File: src/shared/pcd_cfg.svh
`ifndef PCD_CFG_SVH
`define PCD_CFG_SVH

// ****************************************************************
// pin count and pin indices (port c at 0..6, port d at 7..14)
// ****************************************************************
`define PCD_NPINS 15
`define PCD_NPC 7
`define PCD_NPD 8
`define PCD_PD_BASE 7
`define PCD_IDX_C4 4
`define PCD_IDX_C5 5
`define PCD_IDX_C6 6
`define PCD_IDX_D0 7
`define PCD_IDX_D1 8
`define PCD_IDX_D2 9
`define PCD_IDX_D3 10
`define PCD_IDX_D4 11
`define PCD_IDX_D5 12

// ****************************************************************
// timing
// ****************************************************************
`define PCD_CLK_PERIOD_NS 50
`define PCD_SPIKE_NS 50
`define PCD_SPIKE_CYC ((`PCD_SPIKE_NS + `PCD_CLK_PERIOD_NS - 1) / `PCD_CLK_PERIOD_NS)
`define PCD_FILT_W 4

// ****************************************************************
// reset values
// ****************************************************************
`define PCD_RST_OE_N 1'b1
`define PCD_RST_LOW 1'b0
`define PCD_RST_RESET_N 1'b1

`endif

File: src/shared/pcd_pkg.sv
`include "pcd_cfg.svh"

package pcd_pkg;

  // per-pin override enables and values
  typedef struct packed {
    logic pullup_override_enable;
    logic pullup_override_value;
    logic direction_override_enable;
    logic direction_override_value;
    logic value_override_enable;
    logic value_override_value;
    logic input_enable_override_enable;
    logic input_enable_override_value;
  } pcd_ovr_t;

  typedef logic [`PCD_FILT_W-1:0] pcd_fcnt_t;

endpackage : pcd_pkg

File: src/shared/pcd_pin_if.sv
`timescale 1ns/100ps
`include "pcd_cfg.svh"

interface pcd_pin_if;
  import pcd_pkg::*;
  pcd_ovr_t ovr;
  logic port_bit;
  logic dir_bit;
  logic global_pullup_disable;
  logic sleep;
  logic pad_in;
  logic pad_out;
  logic pad_oe_n;
  logic pull_on;
  logic level;
  logic din;
  logic filt;

  modport ctl (
    output ovr, port_bit, dir_bit, global_pullup_disable, sleep, pad_in,
    input pad_out, pad_oe_n, pull_on, level, din, filt
  );
  modport pin (
    input ovr, port_bit, dir_bit, global_pullup_disable, sleep, pad_in,
    output pad_out, pad_oe_n, pull_on, level, din, filt
  );
endinterface : pcd_pin_if

File: src/rtl/pcd_mux.sv
`timescale 1ns/100ps
`include "pcd_cfg.svh"

module pcd_mux (
  input wire logic MCLK,
  input wire logic RST,
  input wire logic RESET_PIN_DISABLE_FUSE,
  input wire logic GLOBAL_PULLUP_DISABLE,
  input wire logic INPUT_SLEEP_DISABLE,
  input wire logic [`PCD_NPC-1:0] PORTC_OUTPUT,
  input wire logic [`PCD_NPC-1:0] PORTC_DIRECTION,
  input wire logic [`PCD_NPD-1:0] PORTD_OUTPUT,
  input wire logic [`PCD_NPD-1:0] PORTD_DIRECTION,
  input wire logic TWO_WIRE_ENABLE,
  input wire logic TWO_WIRE_CLOCK_DRIVE,
  input wire logic TWO_WIRE_DATA_DRIVE,
  input wire logic TRANSMITTER_ENABLE,
  input wire logic TRANSMIT_DATA,
  input wire logic RECEIVER_ENABLE,
  input wire logic USART_MODE_SELECT,
  input wire logic USART_EXTERNAL_CLOCK_OUT,
  input wire logic EXTERNAL_INTERRUPT_0_ENABLE,
  input wire logic EXTERNAL_INTERRUPT_1_ENABLE,
  input wire logic [`PCD_NPC-1:0] PORTC_PAD_IN,
  input wire logic [`PCD_NPD-1:0] PORTD_PAD_IN,
  output logic [`PCD_NPC-1:0] PORTC_PAD_OUT,
  output logic [`PCD_NPC-1:0] PORTC_PAD_OE_N,
  output logic [`PCD_NPC-1:0] PORTC_PULLUP,
  output logic [`PCD_NPD-1:0] PORTD_PAD_OUT,
  output logic [`PCD_NPD-1:0] PORTD_PAD_OE_N,
  output logic [`PCD_NPD-1:0] PORTD_PULLUP,
  output logic [`PCD_NPC-1:0] PORTC_INPUT,
  output logic [`PCD_NPC-1:0] PORTC_OUTPUT_READ,
  output logic [`PCD_NPC-1:0] PORTC_DIRECTION_READ,
  output logic [`PCD_NPD-1:0] PORTD_INPUT,
  output logic RESET_PIN_N,
  output logic TWO_WIRE_CLOCK_IN,
  output logic TWO_WIRE_DATA_IN,
  output logic RECEIVE_DATA,
  output logic USART_EXTERNAL_CLOCK_IN,
  output logic TIMER0_COUNT_INPUT,
  output logic TIMER1_COUNT_INPUT,
  output logic EXTERNAL_INTERRUPT_0,
  output logic EXTERNAL_INTERRUPT_1
);
  import pcd_pkg::*;

  pcd_ovr_t ovr [`PCD_NPINS];
  logic [`PCD_NPINS-1:0] port_bits;
  logic [`PCD_NPINS-1:0] dir_bits;
  logic [`PCD_NPINS-1:0] pad_in;
  logic [`PCD_NPINS-1:0] pad_out;
  logic [`PCD_NPINS-1:0] pad_oe_n;
  logic [`PCD_NPINS-1:0] pull_on;
  logic [`PCD_NPINS-1:0] level;
  logic [`PCD_NPINS-1:0] din;
  logic [`PCD_NPINS-1:0] filt;
  logic reset_pin_mode;

  logic [`PCD_NPC-1:0] pinc;
  logic [`PCD_NPC-1:0] portc_rd;
  logic [`PCD_NPC-1:0] ddrc_rd;
  logic [`PCD_NPD-1:0] pind;
  logic reset_n;
  logic scl_in;
  logic sda_in;
  logic [`PCD_NPC-1:0] next_pinc;
  logic [`PCD_NPC-1:0] next_portc_rd;
  logic [`PCD_NPC-1:0] next_ddrc_rd;
  logic [`PCD_NPD-1:0] next_pind;
  logic next_reset_n;
  logic next_scl_in;
  logic next_sda_in;

  assign port_bits = {PORTD_OUTPUT, PORTC_OUTPUT};
  assign dir_bits = {PORTD_DIRECTION, PORTC_DIRECTION};
  assign pad_in = {PORTD_PAD_IN, PORTC_PAD_IN};
  // unprogrammed fuse (1) leaves the pin on the reset circuit
  assign reset_pin_mode = RESET_PIN_DISABLE_FUSE;

  // ****************************************************************
  // override table
  // ****************************************************************
  always_comb
  begin
    for (int i = 0; i < `PCD_NPINS; i++)
    begin
      // analog and plain pins stay unforced
      ovr[i] = '0;
    end
    if (reset_pin_mode)
    begin
      ovr[`PCD_IDX_C6].pullup_override_enable = 1'b1;
      ovr[`PCD_IDX_C6].pullup_override_value = 1'b1;
      ovr[`PCD_IDX_C6].direction_override_enable = 1'b1;
      ovr[`PCD_IDX_C6].direction_override_value = 1'b0;
      ovr[`PCD_IDX_C6].input_enable_override_enable = 1'b1;
      ovr[`PCD_IDX_C6].input_enable_override_value = 1'b0;
    end
    if (TWO_WIRE_ENABLE)
    begin
      ovr[`PCD_IDX_C5].pullup_override_enable = 1'b1;
      ovr[`PCD_IDX_C5].pullup_override_value = PORTC_OUTPUT[`PCD_IDX_C5] & ~GLOBAL_PULLUP_DISABLE;
      ovr[`PCD_IDX_C5].direction_override_enable = 1'b1;
      ovr[`PCD_IDX_C5].direction_override_value = TWO_WIRE_CLOCK_DRIVE;
      ovr[`PCD_IDX_C5].value_override_enable = 1'b1;
      ovr[`PCD_IDX_C5].value_override_value = 1'b0;
      ovr[`PCD_IDX_C4].pullup_override_enable = 1'b1;
      ovr[`PCD_IDX_C4].pullup_override_value = PORTC_OUTPUT[`PCD_IDX_C4] & ~GLOBAL_PULLUP_DISABLE;
      ovr[`PCD_IDX_C4].direction_override_enable = 1'b1;
      ovr[`PCD_IDX_C4].direction_override_value = TWO_WIRE_DATA_DRIVE;
      ovr[`PCD_IDX_C4].value_override_enable = 1'b1;
      ovr[`PCD_IDX_C4].value_override_value = 1'b0;
    end
    if (RECEIVER_ENABLE)
    begin
      ovr[`PCD_IDX_D0].pullup_override_enable = 1'b1;
      ovr[`PCD_IDX_D0].pullup_override_value = PORTD_OUTPUT[0] & ~GLOBAL_PULLUP_DISABLE;
      ovr[`PCD_IDX_D0].direction_override_enable = 1'b1;
      ovr[`PCD_IDX_D0].direction_override_value = 1'b0;
    end
    if (TRANSMITTER_ENABLE)
    begin
      ovr[`PCD_IDX_D1].pullup_override_enable = 1'b1;
      ovr[`PCD_IDX_D1].pullup_override_value = 1'b0;
      ovr[`PCD_IDX_D1].direction_override_enable = 1'b1;
      ovr[`PCD_IDX_D1].direction_override_value = 1'b1;
      ovr[`PCD_IDX_D1].value_override_enable = 1'b1;
      ovr[`PCD_IDX_D1].value_override_value = TRANSMIT_DATA;
    end
    ovr[`PCD_IDX_D2].input_enable_override_enable = EXTERNAL_INTERRUPT_0_ENABLE;
    ovr[`PCD_IDX_D2].input_enable_override_value = 1'b1;
    ovr[`PCD_IDX_D3].input_enable_override_enable = EXTERNAL_INTERRUPT_1_ENABLE;
    ovr[`PCD_IDX_D3].input_enable_override_value = 1'b1;
    ovr[`PCD_IDX_D4].value_override_enable = USART_MODE_SELECT;
    ovr[`PCD_IDX_D4].value_override_value = USART_EXTERNAL_CLOCK_OUT;
  end

  // ****************************************************************
  // per-pin slices
  // ****************************************************************
  for (genvar g = 0; g < `PCD_NPINS; g++)
  begin : g_pin
    pcd_pin_if pif ();
    assign pif.ovr = ovr[g];
    assign pif.port_bit = port_bits[g];
    assign pif.dir_bit = dir_bits[g];
    assign pif.global_pullup_disable = GLOBAL_PULLUP_DISABLE;
    assign pif.sleep = INPUT_SLEEP_DISABLE;
    assign pif.pad_in = pad_in[g];
    assign pad_out[g] = pif.pad_out;
    assign pad_oe_n[g] = pif.pad_oe_n;
    assign pull_on[g] = pif.pull_on;
    assign level[g] = pif.level;
    assign din[g] = pif.din;
    assign filt[g] = pif.filt;
    pcd_pin u_pin (
      .clk (MCLK),
      .rst (RST),
      .p (pif.pin)
    );
  end

  // ****************************************************************
  // readback and peripheral inputs
  // ****************************************************************
  always_comb
  begin
    next_pinc = din[`PCD_NPC-1:0];
    next_portc_rd = PORTC_OUTPUT;
    next_ddrc_rd = PORTC_DIRECTION;
    next_pind = din[`PCD_NPINS-1:`PCD_PD_BASE];
    if (reset_pin_mode)
    begin
      next_pinc[`PCD_IDX_C6] = 1'b0;
      next_portc_rd[`PCD_IDX_C6] = 1'b0;
      next_ddrc_rd[`PCD_IDX_C6] = 1'b0;
    end
    // pin feeds reset only when fuse unprogrammed
    next_reset_n = reset_pin_mode ? level[`PCD_IDX_C6] : `PCD_RST_RESET_N;
    // filtered clock line to the bus
    next_scl_in = TWO_WIRE_ENABLE ? filt[`PCD_IDX_C5] : 1'b1;
    // filtered data line to the bus
    next_sda_in = TWO_WIRE_ENABLE ? filt[`PCD_IDX_C4] : 1'b1;
  end

  always_ff @(posedge MCLK or posedge RST)
  begin
    if (RST)
    begin
      pinc <= '0;
      portc_rd <= '0;
      ddrc_rd <= '0;
      pind <= '0;
      reset_n <= `PCD_RST_RESET_N;
      scl_in <= 1'b1;
      sda_in <= 1'b1;
    end
    else
    begin
      pinc <= next_pinc;
      portc_rd <= next_portc_rd;
      ddrc_rd <= next_ddrc_rd;
      pind <= next_pind;
      reset_n <= next_reset_n;
      scl_in <= next_scl_in;
      sda_in <= next_sda_in;
    end
  end

  // ****************************************************************
  // outputs (all from flip-flops)
  // ****************************************************************
  assign PORTC_PAD_OUT = pad_out[`PCD_NPC-1:0];
  assign PORTC_PAD_OE_N = pad_oe_n[`PCD_NPC-1:0];
  assign PORTC_PULLUP = pull_on[`PCD_NPC-1:0];
  assign PORTD_PAD_OUT = pad_out[`PCD_NPINS-1:`PCD_PD_BASE];
  assign PORTD_PAD_OE_N = pad_oe_n[`PCD_NPINS-1:`PCD_PD_BASE];
  assign PORTD_PULLUP = pull_on[`PCD_NPINS-1:`PCD_PD_BASE];
  assign PORTC_INPUT = pinc;
  assign PORTC_OUTPUT_READ = portc_rd;
  assign PORTC_DIRECTION_READ = ddrc_rd;
  assign PORTD_INPUT = pind;
  assign RESET_PIN_N = reset_n;
  assign TWO_WIRE_CLOCK_IN = scl_in;
  assign TWO_WIRE_DATA_IN = sda_in;
  assign RECEIVE_DATA = din[`PCD_IDX_D0];
  // one input feeds clock and timer 0
  assign USART_EXTERNAL_CLOCK_IN = din[`PCD_IDX_D4];
  assign TIMER0_COUNT_INPUT = din[`PCD_IDX_D4];
  assign TIMER1_COUNT_INPUT = din[`PCD_IDX_D5];
  assign EXTERNAL_INTERRUPT_0 = din[`PCD_IDX_D2];
  assign EXTERNAL_INTERRUPT_1 = din[`PCD_IDX_D3];

endmodule : pcd_mux

File: src/rtl/pcd_pin.sv
`timescale 1ns/100ps
`include "pcd_cfg.svh"

module pcd_pin (
  input wire logic clk,
  input wire logic rst,
  pcd_pin_if.pin p
);
  import pcd_pkg::*;

  logic s1, s2, s3;
  logic pad_out, pad_oe_n, pull_on, level, din, filt;
  pcd_fcnt_t fcnt;
  logic next_pad_out, next_pad_oe_n, next_pullup, next_level, next_din, next_filt;
  pcd_fcnt_t next_fcnt;
  logic dir, die;

  // ****************************************************************
  // override selection and input conditioning
  // ****************************************************************
  always_comb
  begin
    dir = p.ovr.direction_override_enable ? p.ovr.direction_override_value : p.dir_bit;
    next_pad_out = p.ovr.value_override_enable ? p.ovr.value_override_value : p.port_bit;
    next_pullup = p.ovr.pullup_override_enable ? p.ovr.pullup_override_value : (p.port_bit & ~dir & ~p.global_pullup_disable);
    die = p.ovr.input_enable_override_enable ? p.ovr.input_enable_override_value : ~p.sleep;
    next_pad_oe_n = ~dir;
    // a change counts once second and third stages agree
    next_level = (s2 == s3) ? s3 : level;
    next_din = die & next_level;
    next_fcnt = '0;
    next_filt = filt;
    if (level != filt)
    begin
      if (fcnt >= pcd_fcnt_t'(`PCD_SPIKE_CYC - 1))
      begin
        next_filt = level;
      end
      else
      begin
        next_fcnt = fcnt + pcd_fcnt_t'(1);
      end
    end
  end

  always_ff @(posedge clk or posedge rst)
  begin
    if (rst)
    begin
      s1 <= `PCD_RST_LOW;
      s2 <= `PCD_RST_LOW;
      s3 <= `PCD_RST_LOW;
      pad_out <= `PCD_RST_LOW;
      pad_oe_n <= `PCD_RST_OE_N;
      pull_on <= `PCD_RST_LOW;
      level <= `PCD_RST_LOW;
      din <= `PCD_RST_LOW;
      filt <= `PCD_RST_LOW;
      fcnt <= '0;
    end
    else
    begin
      s1 <= p.pad_in;
      s2 <= s1;
      s3 <= s2;
      pad_out <= next_pad_out;
      pad_oe_n <= next_pad_oe_n;
      pull_on <= next_pullup;
      level <= next_level;
      din <= next_din;
      filt <= next_filt;
      fcnt <= next_fcnt;
    end
  end

  assign p.pad_out = pad_out;
  assign p.pad_oe_n = pad_oe_n;
  assign p.pull_on = pull_on;
  assign p.level = level;
  assign p.din = din;
  assign p.filt = filt;

endmodule : pcd_pin

File: config.mk
export PLATFORM = sky130hd
export DESIGN_NAME = pcd_mux
export DESIGN_NICKNAME = d
export VERILOG_FILES = /design/src/shared/pcd_pkg.sv /design/src/shared/pcd_pin_if.sv /design/src/rtl/pcd_mux.sv /design/src/rtl/pcd_pin.sv
export VERILOG_INCLUDE_DIRS = /design/src /design/src/shared
export SDC_FILE = /design/constraint.sdc
export NUM_CORES = 1
export LEC_CHECK = 0
export ABC_CLOCK_PERIOD_IN_PS = 6400
export BUFFER_PORTS_ARGS = -buffer_cell sky130_fd_sc_hd__buf_2
export CELL_PAD_IN_SITES_DETAIL_PLACEMENT = 1
export CELL_PAD_IN_SITES_GLOBAL_PLACEMENT = 1
export CORE_UTILIZATION = 41
export DETAILED_ROUTE_END_ITERATION = 8
export PLACE_DENSITY_LB_ADDON = 0.1
export REMOVE_ABC_BUFFERS = 1
export SLEW_MARGIN = 20
export SYNTH_ARGS = -nofsm -noshare
export SYNTH_HDL_FRONTEND = slang
export SYNTH_SLANG_ARGS = --single-unit
export TNS_END_PERCENT = 1
File: constraint.sdc
create_clock -name MCLK -period 6.4 [get_ports MCLK]
set_input_delay 1.28 -clock MCLK [delete_from_list [all_inputs] [get_ports MCLK]]
set_output_delay 1.28 -clock MCLK [all_outputs]
set_load 0.01 [all_outputs]
==> results of run 1 <==
## area by class of cell
cell class / count / area [um2]
clock buffers: 22 / 494
flip-flops and latches: 150 / 3780
repair buffers: 143 / 718
clock inverters: 10 / 95.1
inverters: 14 / 57.6
well taps: 140 / 175
fillers: 1103 / 5220
multi-input cells: 62 / 495
## flip-flops by register name (all words and copies together) (netlist names)
register / flops
g_pin.u_pin.p.level: 15
g_pin.u_pin.p.filt: 2
PORTC_OUTPUT_READ: 7
g_pin.u_pin.s2: 15
PORTD_INPUT: 8
g_pin.u_pin.p.pad_out: 11
PORTC_INPUT: 7
g_pin.u_pin.p.din: 15
TWO_WIRE_DATA_IN: 1
g_pin.u_pin.p.pull_on: 15
RESET_PIN_N: 1
g_pin.u_pin.p.pad_oe_n: 15
g_pin.u_pin.s3: 15
PORTC_DIRECTION_READ: 7
TWO_WIRE_CLOCK_IN: 1
g_pin.u_pin.s1: 15
## metal layers
metal,GRT usage (%),up-vias,share of wire (%)
met1,18.9,1193,45
li1,-,1052,-
met3,5.80,12,8.8
met5,0,-,0
met2,22.1,110,45
met4,7.71,0,1.8
## cell families (layout without fill, tap and decap cells)
| kind of cell | Yosys count | count (layout) | share of synthesized area (%) |
|---|---|---|---|
| AO/OA/AOI/OAI | 5 | 5 | 0.690 |
| adder cells (fa/ha/maj) | 15 | 15 | 3.58 |
| buffers and inverters | 68 | 189 | 9.44 |
| flip-flops | 150 | 150 | 80.1 |
| multiplexers | 2 | 2 | 0.477 |
| AND/OR/NAND/NOR | 40 | 40 | 5.76 |
## how the worst min path moves through the flow
stage	endpoint	slack, ps
floorplan	PORTC_INPUT[0]$_DFF_PP0_	330
global placement	PORTC_INPUT[3]$_DFF_PP0_	330
detailed placement	PORTC_INPUT[5]$_DFF_PP0_	340
CTS	PORTC_INPUT[5]$_DFF_PP0_	350
global route	PORTD_INPUT[6]$_DFF_PP0_	360
finish	PORTC_INPUT[5]$_DFF_PP0_	350
## cell usage in the layout (no fill, tap or decap)
cell type,count
clkinv_4,1
and3b_1,1
a21oi_1,2
a21o_1,1
clkbuf_8,5
nor4b_1,1
maj3_2,15
dfstp_2,18
nor3b_1,12
buf_4,1
nor3b_2,1
inv_1,13
clkinvlp_4,5
inv_6,2
buf_2,142
nor2_1,2
mux2_2,2
dfrtp_1,132
clkbuf_16,17
a21boi_1,2
bufinv_16,1
nor2b_1,19
clkinv_2,2
nand2b_1,4
## per-stage QoR
stage	hold WS [ps]	total power (W)	utilization (%)	worst slack, ps	area, um2
global placement	332	0.00117	47.3	3620	5220
detailed placement	336	0.00117	47.3	3570	5220
global route	356	0.00220	52.7	3810	5810
finish	345	0.00210	52.7	4060	5810
CTS	349	0.00214	52.7	4010	5810
floorplan	331	0.00110	-	1110	4320
## power by group through the flow
stage               Combinational (W)  Clock (W)  Sequential (W)
floorplan                   0.0000400          0         0.00106
global placement             0.000124          0         0.00105
detailed placement           0.000127          0         0.00105
CTS                          0.000128   0.000981         0.00103
global route                 0.000139    0.00102         0.00104
finish                       0.000123   0.000951         0.00103
==> results.txt, run 1 <==
Number of port buffers -> 142
Number of flops mapped to enable cells by yosys -> 0
Worst Max-Slew Pin Slew -> 785 ps
WS Path Type -> reg2out
Sequential element share of the synthesized area -> 80.1%
Status -> completed
Crit path depth -> 1
Crit path DAT -> 1060 ps
Slew Limit Headroom -> 47.6%
Mapped Area -> 4720 um2
Die W -> 109 um
Final setup fails -> 0
Most common cell in the synthesized netlist -> dfrtp_1
Worst Setup Start Kind -> flip-flop
WL final -> 7940 um
Max Buffers Root-to-Sink -> 2
Crit path max fanout -> 1
DR vias/cell -> 4.38
Critical Path, Cell by Cell -> buf_2
Power density over the cells -> 362 nW/um2
Skew final -> 4.95 ps
Ys async rst share -> 100%
Int Pwr -> 0.00165 W
Share of the synthesized area in the top cell type -> 70.0%
Synth area leaders -> dfrtp_1 (70%), dfstp_2 (10%), buf_4 (8.0%)
Vias -> 2,367
RSZ-0062 raised after global routing -> no
Worst-path clk slew -> 60 ps
Post-DR wirelength/cell -> 14.7 um
Clock root buffer -> clkbuf_16
Core Region -> 11,000 um2
Iteration-0 DRC Markers -> 48
Final ANT Viol Nets -> 0
Hold WC Path Type -> reg2reg
Period utilization -> 36.5%
Wire length of the first global-routing pass -> 12,700 um
Largest net degree at the start of global routing -> 85
Drt drc -> 0
WP buf/inv -> 1
# diodes -> 0
Placed insts -> 509
Sw frac -> 21.5%
Cts repair resizes -> 0
Die Ht -> 109 um
Critical path's slowest cell -> dfstp_2
H-tree depth -> 4
Worst vdd ir -> 0.204 mV
Post-synth top cells -> dfrtp_1 (132), buf_4 (50), nor2b_1 (19)
Hold path start -> g_pin[5].u_pin.p.din$_DFF_PP0_
CP required -> 5120 ps
Hold buffers post-CTS -> 0
Initial core utilization -> 42.8%
Area leader, netlist -> dfrtp_1
# Post-CTS Setup Buffers -> 0
Critical path origin -> g_pin[3].u_pin.p.pad_oe_n$_DFF_PP1_
Nets -> 448
Final Non-Filler Cells -> 541
Reg2reg end -> g_pin[6].u_pin.p.din$_DFF_PP0_
Seq cells post-synth -> 150
HPWL Detailed -> 5370 um
Antenna violations before repair -> 0
Yosys warns -> 0
Global-route usage over all layers -> 14.9%
Hold Fails Final Rpt -> 0
Switching pwr -> 0.000453 W
TNS Setup -> 0 ps
R2R Path Start -> g_pin[6].u_pin.p.level$_DFF_PP0_
Final Slew Violations -> 0
Fmax -> 428 MHz
Part of the power in registers -> 49.0%
Vias in the first global route -> 2,484
FP Rows -> 38
Clock network fraction of total power -> 45.2%
CTS buffer count -> 17
Worst-Skew Late Latency -> 400 ps
CTS tree -> built
Combinational share of power -> 5.9%
TritonRoute pass-1 iters -> 4
Area Overhead vs Synth -> 23.2%
CP delay by family, top -> flip-flops
I/O pin cnt -> 143
Synth cell types -> 18
RePlAce Congestion -> 0.708
Max-cap violations -> 0
Minimum setup slack among reg-to-reg paths -> 5430 ps
Worst path max stage delay -> 520 ps
Post-Synthesis Cells -> 280
Leak -> 2.89 nW
Tmin final -> 2340 ps
Ys flop type -> dfrtp_1
Clock Sinks -> 150
Synthesized area per cell -> 16.8 um2
Grt ovf -> 0
Crit. End Element -> output pin
Layout cells sized above 1 -> 52.9%
Area of the die -> 11,900 um2
Hold depth -> 0
Crit path to -> PORTC_PAD_OE_N[3]
FF-to-FF path depth -> 2
Note: power is estimated with default switching activity, not from simulation.
==> run 2, diff against run 1 <==
--- a/config.mk
+++ b/config.mk
@@ -6,7 +6,7 @@
 export SDC_FILE = /design/constraint.sdc
 export NUM_CORES = 1
 export LEC_CHECK = 0
-export ABC_CLOCK_PERIOD_IN_PS = 6400
+export ABC_CLOCK_PERIOD_IN_PS = 2450
 export BUFFER_PORTS_ARGS = -buffer_cell sky130_fd_sc_hd__buf_2
 export CELL_PAD_IN_SITES_DETAIL_PLACEMENT = 1
 export CELL_PAD_IN_SITES_GLOBAL_PLACEMENT = 1
==> constraint.sdc (replaced) <==
create_clock -name MCLK -period 2.45 [get_ports MCLK]
set_input_delay 0.49 -clock MCLK [delete_from_list [all_inputs] [get_ports MCLK]]
set_output_delay 0.49 -clock MCLK [all_outputs]
set_load 0.01 [all_outputs]
==> run 2 against run 1 <==
  * Utilization rose by 0.10 points
  * Setup slack worse by 3100 ps
  * Global-route usage down 0.48 points
  * Non-clock buffer count rose by 2
  * Power grew to 2.6 times the previous value
  * Sequential power grew to 2.6 times the previous value
==> results.txt, run 2 (synthesis results as in run 1) <==
Status -> completed
Worst path max stage delay -> 530 ps (about the same)
Wire length of the first global-routing pass -> 12,500 um (-1.7%)
Largest net degree at the start of global routing -> 64 (-25%)
Core Region -> 11,000 um2 (unchanged)
Crit path DAT -> 1040 ps (-20 ps)
Max-cap violations -> 0 (unchanged)
Clock Sinks -> 150 (unchanged)
Post-DR wirelength/cell -> 14.4 um (-2.1%)
Vias in the first global route -> 2,478 (-0.24%)
Final ANT Viol Nets -> 0 (unchanged)
CTS buffer count -> 17 (unchanged)
Hold WC Path Type -> in2async
Slew Limit Headroom -> 73.9% (+26 points)
Global-route usage over all layers -> 14.4% (-0.48 points)
Final core utilization -> 52.8% (+0.10 points)
Worst-Skew Late Latency -> 400 ps (about the same)
FILL cells -> 1,084 (-1.7%)
R2R Path Start -> g_pin[10].u_pin.s2$_DFF_PP0_
DR vias/cell -> 4.30 (-1.7%)
Worst vdd ir -> 0.451 mV (+120%)
Dpl cell area -> 5250 um2 (+0.53%)
Initial core utilization -> 42.8% (unchanged)
Number of port buffers -> 142 (unchanged)
Minimum setup slack among reg-to-reg paths -> 1470 ps (-3960 ps)
Reg2reg end -> g_pin[10].u_pin.p.din$_DFF_PP0_
Setup WS post-layout -> 915 ps (-3150 ps)
Area of the die -> 11,900 um2 (unchanged)
RePlAce Congestion -> 0.729 (+2.9%)
Period utilization -> 62.6%
Hold Fails Final Rpt -> 0 (unchanged)
Antenna violations before repair -> 0 (unchanged)
Leak -> 2.90 nW (+0.47%)
Max Buffers Root-to-Sink -> 2 (unchanged)
# diodes -> 0 (unchanged)
Iteration-0 DRC Markers -> 62 (+29%)
# Post-CTS Setup Buffers -> 0 (unchanged)
H-tree depth -> 4 (unchanged)
FP Rows -> 38 (unchanged)
Minimum hold slack -> 92.4 ps (-253 ps)
Vias -> 2,335 (-1.4%)
Hold buffers post-CTS -> 0 (unchanged)
Nets -> 450 (+0.45%)
Area Overhead vs Synth -> 23.4%
Commonest non-fill, non-tap cell in the layout -> buf_2
Crit. End Element -> output pin
CP delay by family, top -> flip-flops
WP buf/inv -> 1 (unchanged)
Power density over the cells -> 935 nW/um2 (+160%)
WS Path Type -> reg2out
I/O pin cnt -> 143 (unchanged)
Post-route cell area -> 5820 um2 (+0.19%)
HPWL Detailed -> 5400 um (+0.52%)
Tmin final -> 1530 ps
Worst Max-Slew Pin Slew -> 391 ps (-394 ps)
Final setup fails -> 0 (unchanged)
Crit path max fanout -> 1 (unchanged)
Final Slew Violations -> 0 (unchanged)
Layout cells sized above 1 -> 53.1% (+0.23 points)
RSZ-0062 raised after global routing -> no
Drt drc -> 0 (unchanged)
Skew final -> 8.88 ps (+3.94 ps)
CTS tree -> built
Fmax -> 652 MHz
Critical path's slowest cell -> dfstp_2
Commonest cells after routing, fill and taps aside -> buf_2 (142), dfrtp_1 (132), nor2b_1 (19), dfstp_2 (18), clkbuf_16 (17)
Cts repair resizes -> 0 (unchanged)
Grt ovf -> 0 (unchanged)
DP Worst Slack -> 1230 ps (-2340 ps)
Die W -> 109 um (unchanged)
TritonRoute pass-1 iters -> 4 (unchanged)
Worst Setup Start Kind -> flip-flop
Worst-path clk slew -> 60 ps (about the same)
Die Ht -> 109 um (unchanged)
Critical Path, Cell by Cell -> buf_2
WL final -> 7800 um (-1.7%)
Clock root buffer -> clkbuf_16
CP required -> 1960 ps (-3160 ps)
FF-to-FF path depth -> 2 (unchanged)
## run 2: changes by cell type in the layout (fill, tap and decap cells not counted), sizes merged
| cell | before | now |
|---|---|---|
| clkinvlp | 5 | 3 |
| clkinv | 3 | 6 |
| buf | 143 | 145 |
| inv | 15 | 17 |
| clkbuf | 22 | 19 |
## run 2: metrics by stage
step                instances  power (W)  TNS (ps)
floorplan                 226    0.00288   -287250
finish                    543    0.00545         0
detailed placement        511    0.00307         0
global route              543    0.00570         0
CTS                       543    0.00553         0
global placement          511    0.00306         0
## run 2: routing by layer
metal	share of wire, %	wire, um	track usage (%)	up-vias
met5	0	0	0	-
li1	-	-	-	1057
met3	8.7	680	5.26	7
met1	44	3450	18.4	1164
met2	46	3600	22.0	107
met4	0.94	73	6.29	0
## run 2: layout make-up
cell class | count | area [um2] | area share (%)
timing repair buffer | 145 | 746 | 12.8
clock inverter | 13 | 120 | 2.06
sequential | 150 | 3780 | 64.8
tap | 140 | 175 | 3.01
inverter | 14 | 57.6 | 0.988
clock buffer | 19 | 453 | 7.78
multi-input combinational | 62 | 495 | 8.51
## run 2: report_power, final
part / total (W) / switching [W] / internal (W)
registers: 0.00269 / 0.0000505 / 0.00264
clock network: 0.00243 / 0.000969 / 0.00146
logic: 0.000325 / 0.000181 / 0.000144
## run 2: worst max path at each step
| stage | to | from | depth (start not counted) |
|---|---|---|---|
| after CTS | PORTC_PAD_OE_N[0] | g_pin[0].u_pin.p.pad_oe_n$_DFF_PP1_ | 1 |
| after global routing | PORTC_PAD_OE_N[0] | g_pin[0].u_pin.p.pad_oe_n$_DFF_PP1_ | 1 |
| after floorplan | PORTC_DIRECTION_READ[0]$_DFF_PP0_ | RST | 1 |
| final | PORTC_PAD_OE_N[0] | g_pin[0].u_pin.p.pad_oe_n$_DFF_PP1_ | 1 |
| after global placement | g_pin[14].u_pin.p.pad_oe_n$_DFF_PP1_ | RST | 3 |
| after detailed placement | g_pin[4].u_pin.p.pad_oe_n$_DFF_PP1_ | RST | 3 |
